**src/rtl/soio_regs.svh**
```systemverilog
// Register offsets, field positions, reset values and timing figures
// Assumes inclusion by its bare name from the package and the design
`ifndef SOIO_REGS_SVH
`define SOIO_REGS_SVH

// ----------------------------------------
// Register map
// ----------------------------------------
`define SOIO_ADDR_W 4
`define SOIO_OFS_CTRL 4'h0
`define SOIO_OFS_STATUS 4'h4
`define SOIO_CTRL_RESET 3'h0

// ----------------------------------------
// Control fields
// ----------------------------------------
`define SOIO_CTRL_SERVO_ON 0
`define SOIO_CTRL_NO_DETECT 1
`define SOIO_CTRL_CLR_ERR 2

// ----------------------------------------
// Status fields
// ----------------------------------------
`define SOIO_ST_CH_A_OFF 0
`define SOIO_ST_CH_B_OFF 1
`define SOIO_ST_TORQUE_OFF 2
`define SOIO_ST_SERIES_ON 3
`define SOIO_ST_SERVO_ACT 4
`define SOIO_ST_BRAKING 5
`define SOIO_ST_TIMING_ERR 6
`define SOIO_STATUS_W 7

// ----------------------------------------
// Timing
// ----------------------------------------
`define SOIO_CLK_MHZ 40
`define SOIO_TEST_PULSE_MAX_US 1000
`define SOIO_TEST_PULSE_CYCLES (`SOIO_TEST_PULSE_MAX_US * `SOIO_CLK_MHZ)

`endif

```
**src/rtl/soio_pkg.sv**
```systemverilog
// Types for the safe torque off input and feedback logic
// Assumes the register header is on the include path
`include "soio_regs.svh"

package soio_pkg;

   // ----------------------------------------
   // Stop sequencing states
   // ----------------------------------------
   typedef enum logic [1:0] {
      SOIO_SHUTOFF,
      SOIO_RELEASED,
      SOIO_BRAKING
   } soio_state_t;

   // ----------------------------------------
   // Software control word
   // ----------------------------------------
   typedef struct packed {
      logic clr_err;
      logic no_detect;
      logic servo_on;
   } soio_ctrl_t;

   // ----------------------------------------
   // Software visible status word
   // ----------------------------------------
   typedef struct packed {
      logic timing_err;
      logic braking;
      logic servo_act;
      logic series_on;
      logic torque_off;
      logic ch_b_off;
      logic ch_a_off;
   } soio_status_t;

endpackage

```
**src/rtl/soio_safe_torque_off.sv**
```systemverilog
// Dual channel safe torque off input, feedback and stop sequencing logic
// Assumes static shut-off pin levels, a same-clock speed flag and gate drive
//
// Functional notes
// - Channel A open means shut-off request; closed means released.
// - Channel B open means shut-off request; closed means released.
// - Feedback A closes while channel A is shut off, opens when released.
// - Feedback B closes while channel B is shut off, opens when released.
// - Torque off if either input open; release needs both closed, no alarm, warning or timing error.
// - Series feedback path conducts only when both channels are shut off.
// - Opening inputs while the motor turns stops it by dynamic braking.
`timescale 1ns/100ps
`default_nettype none
`include "soio_regs.svh"

module soio_safe_torque_off
   import soio_pkg::*;
#(
   parameter int GATE_W = 6,
   parameter int MISMATCH_CYCLES = `SOIO_TEST_PULSE_CYCLES
) (
   input wire logic clock,
   input wire logic rstn,
   input wire logic shutoff_input_a,
   input wire logic shutoff_input_b,
   input wire logic alarm_present,
   input wire logic warning_present,
   input wire logic motor_moving,
   input wire logic [GATE_W-1:0] gate_drive_in,
   input wire logic [`SOIO_ADDR_W-1:0] reg_addr,
   input wire logic [31:0] reg_wdata,
   input wire logic reg_write,
   input wire logic reg_read,
   output logic [31:0] reg_rdata,
   output logic shutoff_feedback_a,
   output logic shutoff_feedback_b,
   output logic feedback_series_on,
   output logic torque_off,
   output logic dyn_brake_on,
   output logic timing_error,
   output logic [GATE_W-1:0] gate_drive_out
);

   // ----------------------------------------
   // Pin synchronisers
   // ----------------------------------------
   // Inputs are high while the contact is closed
   logic [1:0] pin_meta_reg;
   logic [1:0] pin_sync_reg;
   wire logic [1:0] pin_raw;

   assign pin_raw = {shutoff_input_b, shutoff_input_a};

   genvar gi;
   generate
      for (gi = 0; gi < 2; gi++) begin : g_sync
         always_ff @(posedge clock or negedge rstn) begin
            if (!rstn) begin
               pin_meta_reg[gi] <= 1'b0;
               pin_sync_reg[gi] <= 1'b0;
            end else begin
               pin_meta_reg[gi] <= pin_raw[gi];
               pin_sync_reg[gi] <= pin_meta_reg[gi];
            end
         end
      end
   endgenerate

   // ----------------------------------------
   // Channel decode
   // ----------------------------------------
   // Open contact, or reset, reads as shut-off: the safe side
   wire logic ch_a_off;
   wire logic ch_b_off;
   wire logic any_off;
   wire logic one_off;
   wire logic fault_present;
   wire logic torque_off_next;

   assign ch_a_off = ~pin_sync_reg[0];
   assign ch_b_off = ~pin_sync_reg[1];
   assign any_off = ch_a_off | ch_b_off;
   assign one_off = ch_a_off ^ ch_b_off;

   // ----------------------------------------
   // Register file
   // ----------------------------------------
   soio_ctrl_t ctrl_reg;
   logic [31:0] reg_rdata_reg;
   logic timing_err_reg;
   soio_status_t status_word;
   wire logic wr_ctrl;
   wire logic rd_ctrl;
   wire logic rd_status;
   wire logic clr_err_pulse;
   wire logic [31:0] rd_value;

   function automatic logic addr_hit(input logic [`SOIO_ADDR_W-1:0] a,
                                     input logic [`SOIO_ADDR_W-1:0] ofs);
      addr_hit = (a == ofs);
   endfunction

   assign wr_ctrl = reg_write & addr_hit(reg_addr, `SOIO_OFS_CTRL);
   assign rd_ctrl = reg_read & addr_hit(reg_addr, `SOIO_OFS_CTRL);
   assign rd_status = reg_read & addr_hit(reg_addr, `SOIO_OFS_STATUS);
   assign clr_err_pulse = wr_ctrl & reg_wdata[`SOIO_CTRL_CLR_ERR];

   // Clear bit is a strobe; it never reads back as set
   always_ff @(posedge clock or negedge rstn) begin
      if (!rstn) begin
         ctrl_reg <= `SOIO_CTRL_RESET;
      end else if (wr_ctrl) begin
         ctrl_reg.servo_on <= reg_wdata[`SOIO_CTRL_SERVO_ON];
         ctrl_reg.no_detect <= reg_wdata[`SOIO_CTRL_NO_DETECT];
         ctrl_reg.clr_err <= 1'b0;
      end
   end

   // Unmapped reads return zero
   assign rd_value = rd_ctrl ? {29'h0, 1'b0, ctrl_reg.no_detect, ctrl_reg.servo_on} :
                     rd_status ? {25'h0, status_word} : 32'h0;

   always_ff @(posedge clock or negedge rstn) begin
      if (!rstn) begin
         reg_rdata_reg <= 32'h0;
      end else begin
         reg_rdata_reg <= rd_value;
      end
   end

   assign reg_rdata = reg_rdata_reg;

   // ----------------------------------------
   // Channel mismatch watch
   // ----------------------------------------
   // One channel open beyond the test pulse limit is a wiring or sequence fault
   logic [31:0] mis_cnt_reg;
   wire logic mis_limit;
   wire logic err_set;

   assign mis_limit = (mis_cnt_reg >= 32'(MISMATCH_CYCLES));
   // Gated by the live mismatch: the saturated count lingers one cycle after it ends
   assign err_set = mis_limit & one_off & ~ctrl_reg.no_detect;

   always_ff @(posedge clock or negedge rstn) begin
      if (!rstn) begin
         mis_cnt_reg <= 32'h0;
      end else if (!one_off) begin
         mis_cnt_reg <= 32'h0;
      end else if (!mis_limit) begin
         mis_cnt_reg <= mis_cnt_reg + 32'h1;
      end
   end

   // Set wins over a clear in the same cycle
   always_ff @(posedge clock or negedge rstn) begin
      if (!rstn) begin
         timing_err_reg <= 1'b0;
      end else if (err_set) begin
         timing_err_reg <= 1'b1;
      end else if (clr_err_pulse) begin
         timing_err_reg <= 1'b0;
      end
   end

   // ----------------------------------------
   // Torque state and servo enable
   // ----------------------------------------
   logic torque_off_reg;
   logic servo_act_reg;
   wire logic servo_act_next;

   assign fault_present = alarm_present | warning_present | timing_err_reg;
   assign torque_off_next = any_off | fault_present;
   // Servo-on only takes effect once torque is released
   assign servo_act_next = ctrl_reg.servo_on & ~torque_off_next;

   always_ff @(posedge clock or negedge rstn) begin
      if (!rstn) begin
         torque_off_reg <= 1'b1;
         servo_act_reg <= 1'b0;
      end else begin
         torque_off_reg <= torque_off_next;
         servo_act_reg <= servo_act_next;
      end
   end

   // ----------------------------------------
   // Stop sequencing
   // ----------------------------------------
   // Braking stays until the speed flag drops, even if inputs reclose
   soio_state_t state_reg;
   soio_state_t state_next;

   always_comb begin
      state_next = state_reg;
      case (state_reg)
         SOIO_RELEASED: begin
            if (torque_off_next && motor_moving) begin
               state_next = SOIO_BRAKING;
            end else if (torque_off_next) begin
               state_next = SOIO_SHUTOFF;
            end
         end
         SOIO_BRAKING: begin
            if (!motor_moving) begin
               state_next = SOIO_SHUTOFF;
            end
         end
         SOIO_SHUTOFF: begin
            if (!torque_off_next) begin
               state_next = SOIO_RELEASED;
            end
         end
         default: begin
            state_next = SOIO_SHUTOFF;
         end
      endcase
   end

   always_ff @(posedge clock or negedge rstn) begin
      if (!rstn) begin
         state_reg <= SOIO_SHUTOFF;
      end else begin
         state_reg <= state_next;
      end
   end

   // ----------------------------------------
   // Output stage
   // ----------------------------------------
   logic fb_a_reg;
   logic fb_b_reg;
   logic brake_reg;
   logic [GATE_W-1:0] gate_reg;
   wire logic gate_allow;

   assign gate_allow = servo_act_next & (state_next == SOIO_RELEASED);

   always_ff @(posedge clock or negedge rstn) begin
      if (!rstn) begin
         fb_a_reg <= 1'b1;
         fb_b_reg <= 1'b1;
         brake_reg <= 1'b0;
         gate_reg <= '0;
      end else begin
         fb_a_reg <= ch_a_off;
         fb_b_reg <= ch_b_off;
         brake_reg <= (state_next == SOIO_BRAKING);
         gate_reg <= gate_allow ? gate_drive_in : '0;
      end
   end

   assign shutoff_feedback_a = fb_a_reg;
   assign shutoff_feedback_b = fb_b_reg;
   // Series path conducts only when both contacts are open
   assign feedback_series_on = fb_a_reg & fb_b_reg;
   assign torque_off = torque_off_reg;
   assign dyn_brake_on = brake_reg;
   assign timing_error = timing_err_reg;
   assign gate_drive_out = gate_reg;

   assign status_word = '{timing_err: timing_err_reg, braking: brake_reg,
                          servo_act: servo_act_reg, series_on: feedback_series_on,
                          torque_off: torque_off_reg, ch_b_off: fb_b_reg,
                          ch_a_off: fb_a_reg};
endmodule
`default_nettype wire

```
**config.mk**
```make
export PLATFORM = sky130hd
export DESIGN_NAME = soio_safe_torque_off
export DESIGN_NICKNAME = d
export VERILOG_FILES = /design/src/rtl/soio_pkg.sv /design/src/rtl/soio_safe_torque_off.sv
export VERILOG_INCLUDE_DIRS = /design/src /design/src/rtl
export SDC_FILE = /design/constraint.sdc
export NUM_CORES = 1
export LEC_CHECK = 0
export BUFFER_PORTS_ARGS = -buffer_cell sky130_fd_sc_hd__buf_2
export CAP_MARGIN = 10
export CORE_UTILIZATION = 30
export CTS_CLUSTER_SIZE = 20
export DETAILED_ROUTE_END_ITERATION = 16
export PLACE_DENSITY = 0.6
export REMOVE_ABC_BUFFERS = 1
export SYNTH_ARGS = -nofsm -noshare
export SYNTH_HDL_FRONTEND = slang
export SYNTH_SLANG_ARGS = --single-unit
```
**constraint.sdc**
```tcl
create_clock -name clock -period 3.7 [get_ports clock]
set_clock_uncertainty 0.05 [all_clocks]
set_input_delay 0.37 -clock clock [delete_from_list [all_inputs] [get_ports clock]]
set_output_delay 0.37 -clock clock [all_outputs]
set_load 0.02 [all_outputs]
```
# Yosys cells after proc, flatten, opt, wreduce, memory -nomap -nowiden
# Cells that the tools add are included.
dict set report op_classes {
  addsub 1
  magnitude_cmp 1
  n_eq_ne 6
  n_mux 12
  bitwise 18
  n_reduce_logical 4
}
# cell count
set op_table {}
lappend op_table {{two-way mux 32 bit} 2}
lappend op_table {{adder 32 x 1 -> 32 bit, second input constant} 1}
lappend op_table {{>= comparator 32 x 16 -> 1 bit, second input constant} 1}
lappend op_table {{two-way mux 7 bit} 2}
lappend op_table {{bitwise AND 1 bit} 9}
lappend op_table {{two-way mux 2 bit} 4}
lappend op_table {{two-way mux 6 bit} 1}
lappend op_table {{one-hot mux 2 bit (3 select lines)} 1}
lappend op_table {{equality test 2 x 1 -> 1 bit, second input constant} 2}
lappend op_table {{equality test 2 bit, second input constant} 2}
lappend op_table {{equality test 4 x 3 -> 1 bit, second input constant} 1}
lappend op_table {{logical NOT 4 bit} 1}
lappend op_table {{inverter 1 bit} 4}
lappend op_table {{bitwise OR 1 bit} 4}
lappend op_table {{logical NOT 2 bit} 1}
lappend op_table {{two-way mux 1 bit} 2}
lappend op_table {{inequality test 2 bit, second input constant} 1}
lappend op_table {{nonzero test 2 bit} 1}
lappend op_table {{logical AND 1 bit} 1}
lappend op_table {{XOR 1 bit} 1}
dict set report word_totals {
  ff_bits 59
  input_bits 51
  wordCells 58
}

# Logic depth before layout (Yosys ltp)
dict set report logic_depth {
  ltp_word 9
  mapped_depth 6
}

# Worst setup path after synthesis
# No wires, ideal clock.
dict set report synth_path {
  kind {reg2reg}
  startpoint {register mis_cnt_reg[8]}
  endpoint {register mis_cnt_reg[13]}
  setup_time_ns 0.078
  arrival_ns 1.736
  setup_slack_ns 1.836
  path_stages_with_launch 6
  n_path_buf 0
  synth_period_minus_slack_ns 1.864
  cell_sequence {dfrtp_1 -> nor4_2 -> nor3_2 -> or4_1 -> or3_1 -> a21oi_1}
}
dict set report synth_between {
  elab_chain_len 3
}
# element line
set synth_rtl {}
lappend synth_rtl {{start, declared} soio_safe_torque_off.sv:137} ;# logic [31:0] mis_cnt_reg;
lappend synth_rtl {{start signal, assigned} soio_safe_torque_off.sv:151} ;# mis_cnt_reg <= mis_cnt_reg + 32'h1;
lappend synth_rtl {{adder 32 x 1 -> 32 bit} soio_safe_torque_off.sv:151}
lappend synth_rtl {{two-way mux 32 bit} soio_safe_torque_off.sv:150} ;# end else if (!mis_limit) begin
lappend synth_rtl {{two-way mux 32 bit} soio_safe_torque_off.sv:148} ;# end else if (!one_off) begin
# Several ways; a longest one is shown, not always the timed one. The select of a mux whose other input is x is not followed.
# A chain may end at the register's enable or synchronous reset.

# Worst setup path in the final report
dict set report layout_path {
  startpoint {register mis_cnt_reg[25]}
  endpoint {register mis_cnt_reg[5]}
}
dict set report layout_between {
  elab_chain_len 2
}
# element line
set layout_rtl {}
lappend layout_rtl {{>= comparator 32 x 16 -> 1 bit} soio_safe_torque_off.sv:141} ;# assign mis_limit = (mis_cnt_reg >= 32'(MISMATCH_CYCLES));
lappend layout_rtl {{inequality test 2 bit (no source line)} n/a}
# No other way between the ends.

==> impl_metrics.json <==
{
  "outcome": "completed",
  "start_kind": "flop",
  "n_antenna_cell": 0,
  "gr-total-overflow": 0,
  "drtPass1Iterations": 4,
  "synth_area_leaders": "dfrtp_1, buf_4, and2_1",
  "min_period_ns": 2.13,
  "gr-usage-all-layers": 0.113,
  "synthXorXnorAreaFrac": 0.00337,
  "cts_max_level": 3,
  "ir_drop_mv": 0.170,
  "drtAntennaViolNets": 0,
  "period_share": 0.576,
  "synth_cell_types": 37,
  "crit_chain": "nor4_1 > nand4_1 > or2_2 > or4_1 > mux2i_1",
  "synth_top_cell_by_area": "dfrtp_1",
  "slowest_delay_ns": 0.46,
  "arrival_ns": 2.30,
  "ios": 95,
  "fin_tns_setup_ns": 0,
  "area_growth_pct": 16.1,
  "synth_top_family_by_area": "simple AND/OR/NAND/NOR gates",
  "synthCells": 235,
  "cts_resized": 0,
  "design.core.area_um2": 8300,
  "synthSimpleGateAreaFrac": 0.234,
  "rsz0062_at_grt": "false",
  "viasPerCell": 4.45,
  "cp.required_ns": 3.87,
  "fmax_ghz": 0.470,
  "start_util": 0.314,
  "num_vias": 1738,
  "critPathSlowestCell": "or4_1",
  "cts.clk_slew.worst_paths_ns": 0.07,
  "drt-total-wl_um": 4660,
  "final-setup-viol-count": 0,
  "worst-path-max-fanout": 11,
  "synth.top_cell.area_share": 0.538,
  "drive_gt1_frac": 0.238,
  "synth.avg_cell_area_um2": 11.1,
  "p_leak_nw": 1.51,
  "worst_pin_slew_ns": 0.824,
  "largest_reg_flops": 32,
  "drv_cap": 0,
  "drv_slew": 0,
  "port_buffers": 40,
  "cts_tree": "done",
  "rows": 33,
  "utilization": 0.364,
  "synth_mux_area_frac": 0.0433,
  "synth_edf_count": 0,
  "numCtsBuffers": 9,
  "synthesis.area_um2": 2600,
  "cellPowerDensity_nw_per_um2": 457,
  "grt_pass1_wl_um": 7700,
  "yosysWarningCount": 0,
  "clockRootBuffer": "clkbuf_8",
  "slew_headroom": 0.450,
  "synth_fa_ha_area_frac": 0.0144,
  "post-cts-setup-buffers": 0,
  "synthFlopType": "dfrtp_1",
  "netlist_top_cells_count": "dfrtp_1, buf_4, and2_1",
  "layout_setup_ws_ns": 1.57,
  "die_y_um": 95.1,
  "nNetsFinal": 335,
  "synth_compound_area_frac": 0.0399,
  "synth.most_common_cell": "dfrtp_1",
  "clk_path_buf_depth": 2,
  "grt_max_degree": 39,
  "yosysSeqAreaShare": 0.569,
  "min_path_type": "in2async",
  "grt_pass1_vias": 1607,
  "ys_ff_latch": 59,
  "drc": 0,
  "die_w_um": 95.1,
  "finalHoldViolCount": 0,
  "hpwlAfterDp_um": 3310,
  "pre_cts_slack_ns": 1.57,
  "die-area_um2": 9050,
  "clock-sinks": 59,
  "wl_per_cell_um": 11.9,
  "reg2regPathDepth": 5,
  "path_class": "reg2reg",
  "gp_congestion": 0.794,
  "insertion_delay_ns": 0.33,
  "drt_iter0_drc": 83,
  "antenna_found_initial": 0,
  "postCtsHoldBufs": 0,
  "end_kind": "flop",
  "synthArstFlopShare": 1.00
}
placed cells by master (no fill, tap or decap), types with 8 or more instances in the layout:
cell type / Yosys / final
nand4_1: 8 / 8
buf_2: 0 / 40
inv_1: 8 / 8
clkbuf_8: 0 / 9
nand2_1: 15 / 15
dfrtp_1: 56 / 56
and2_1: 23 / 23
conb_1: 1 / 25
mux2i_1: 9 / 9
through the flow:
stage | power [mW] | hold WS, ns | instances | area, um^2
6_report | 1.38 | 0.0827 | 391 | 3020
4_1_cts | 1.40 | 0.0834 | 391 | 3020
3_5_place_dp | 0.818 | 0.286 | 375 | 2820
3_3_place_gp | 0.815 | 0.286 | 375 | 2820
2_1_floorplan | 0.766 | 0.0244 | 228 | 2470
5_1_grt | 1.44 | 0.0876 | 391 | 3020
where the power goes:
group          switching [mW]  internal, mW
clock                   0.265         0.312
combinational          0.0851        0.0365
sequential             0.0181         0.665
total                   0.368          1.01
worst max-delay path: cells and delay by family, from the launching register on:
| kind | cells | cell delay, ns |
|---|---|---|
| and+or+nand+nor | 4 | 1.45 |
| muxes | 1 | 0.14 |
| DFF | 1 | 0.38 |
per-layer routing:
layer,share of wire,vias to the layer above,GRT usage
li1,-,847,-
met1,0.47,842,0.153
met2,0.47,39,0.163
met3,0.032,10,0.0255
met4,0.029,0,0.0720
met5,0,-,0
kinds of logic (layout without fill, tap and decap cells):
| logic type | after synthesis | count (layout) |
|---|---|---|
| adder cells (fa/ha/maj) | 3 | 3 |
| XOR/XNOR | 1 | 1 |
| buffers and inverters | 39 | 66 |
| AND/OR/NAND/NOR | 104 | 104 |
| multiplexers | 11 | 11 |
| flip-flops | 59 | 59 |
| AO/OA/AOI/OAI | 17 | 17 |
| other | 1 | 25 |
final timing paths:
| path | start | end | slack, ns |
|---|---|---|---|
| min in group clock | shutoff_input_a | pin_meta_reg[0] | 0.09 |
| worst max register to register | mis_cnt_reg[25] | mis_cnt_reg[5] | 1.57 |
| max in group asynchronous | rstn | shutoff_feedback_a | 2.67 |
| worst max-delay path | mis_cnt_reg[25] | mis_cnt_reg[5] | 1.57 |
| worst min-delay path | rstn | mis_cnt_reg[7] | 0.08 |
| worst min register to register | pin_meta_reg[1] | pin_sync_reg[1] | 0.31 |
layout make-up:
type / instances / area, um^2
Fill cell: 804 / 5280
Sequential cell: 59 / 1480
Multi-Input combinational cell: 161 / 965
Timing Repair Buffer: 42 / 215
Tap cell: 105 / 131
Clock buffer: 9 / 124
Clock inverter: 7 / 76.3
Inverter: 8 / 30.0
No activity file was read; power rests on OpenSTA's default activity.
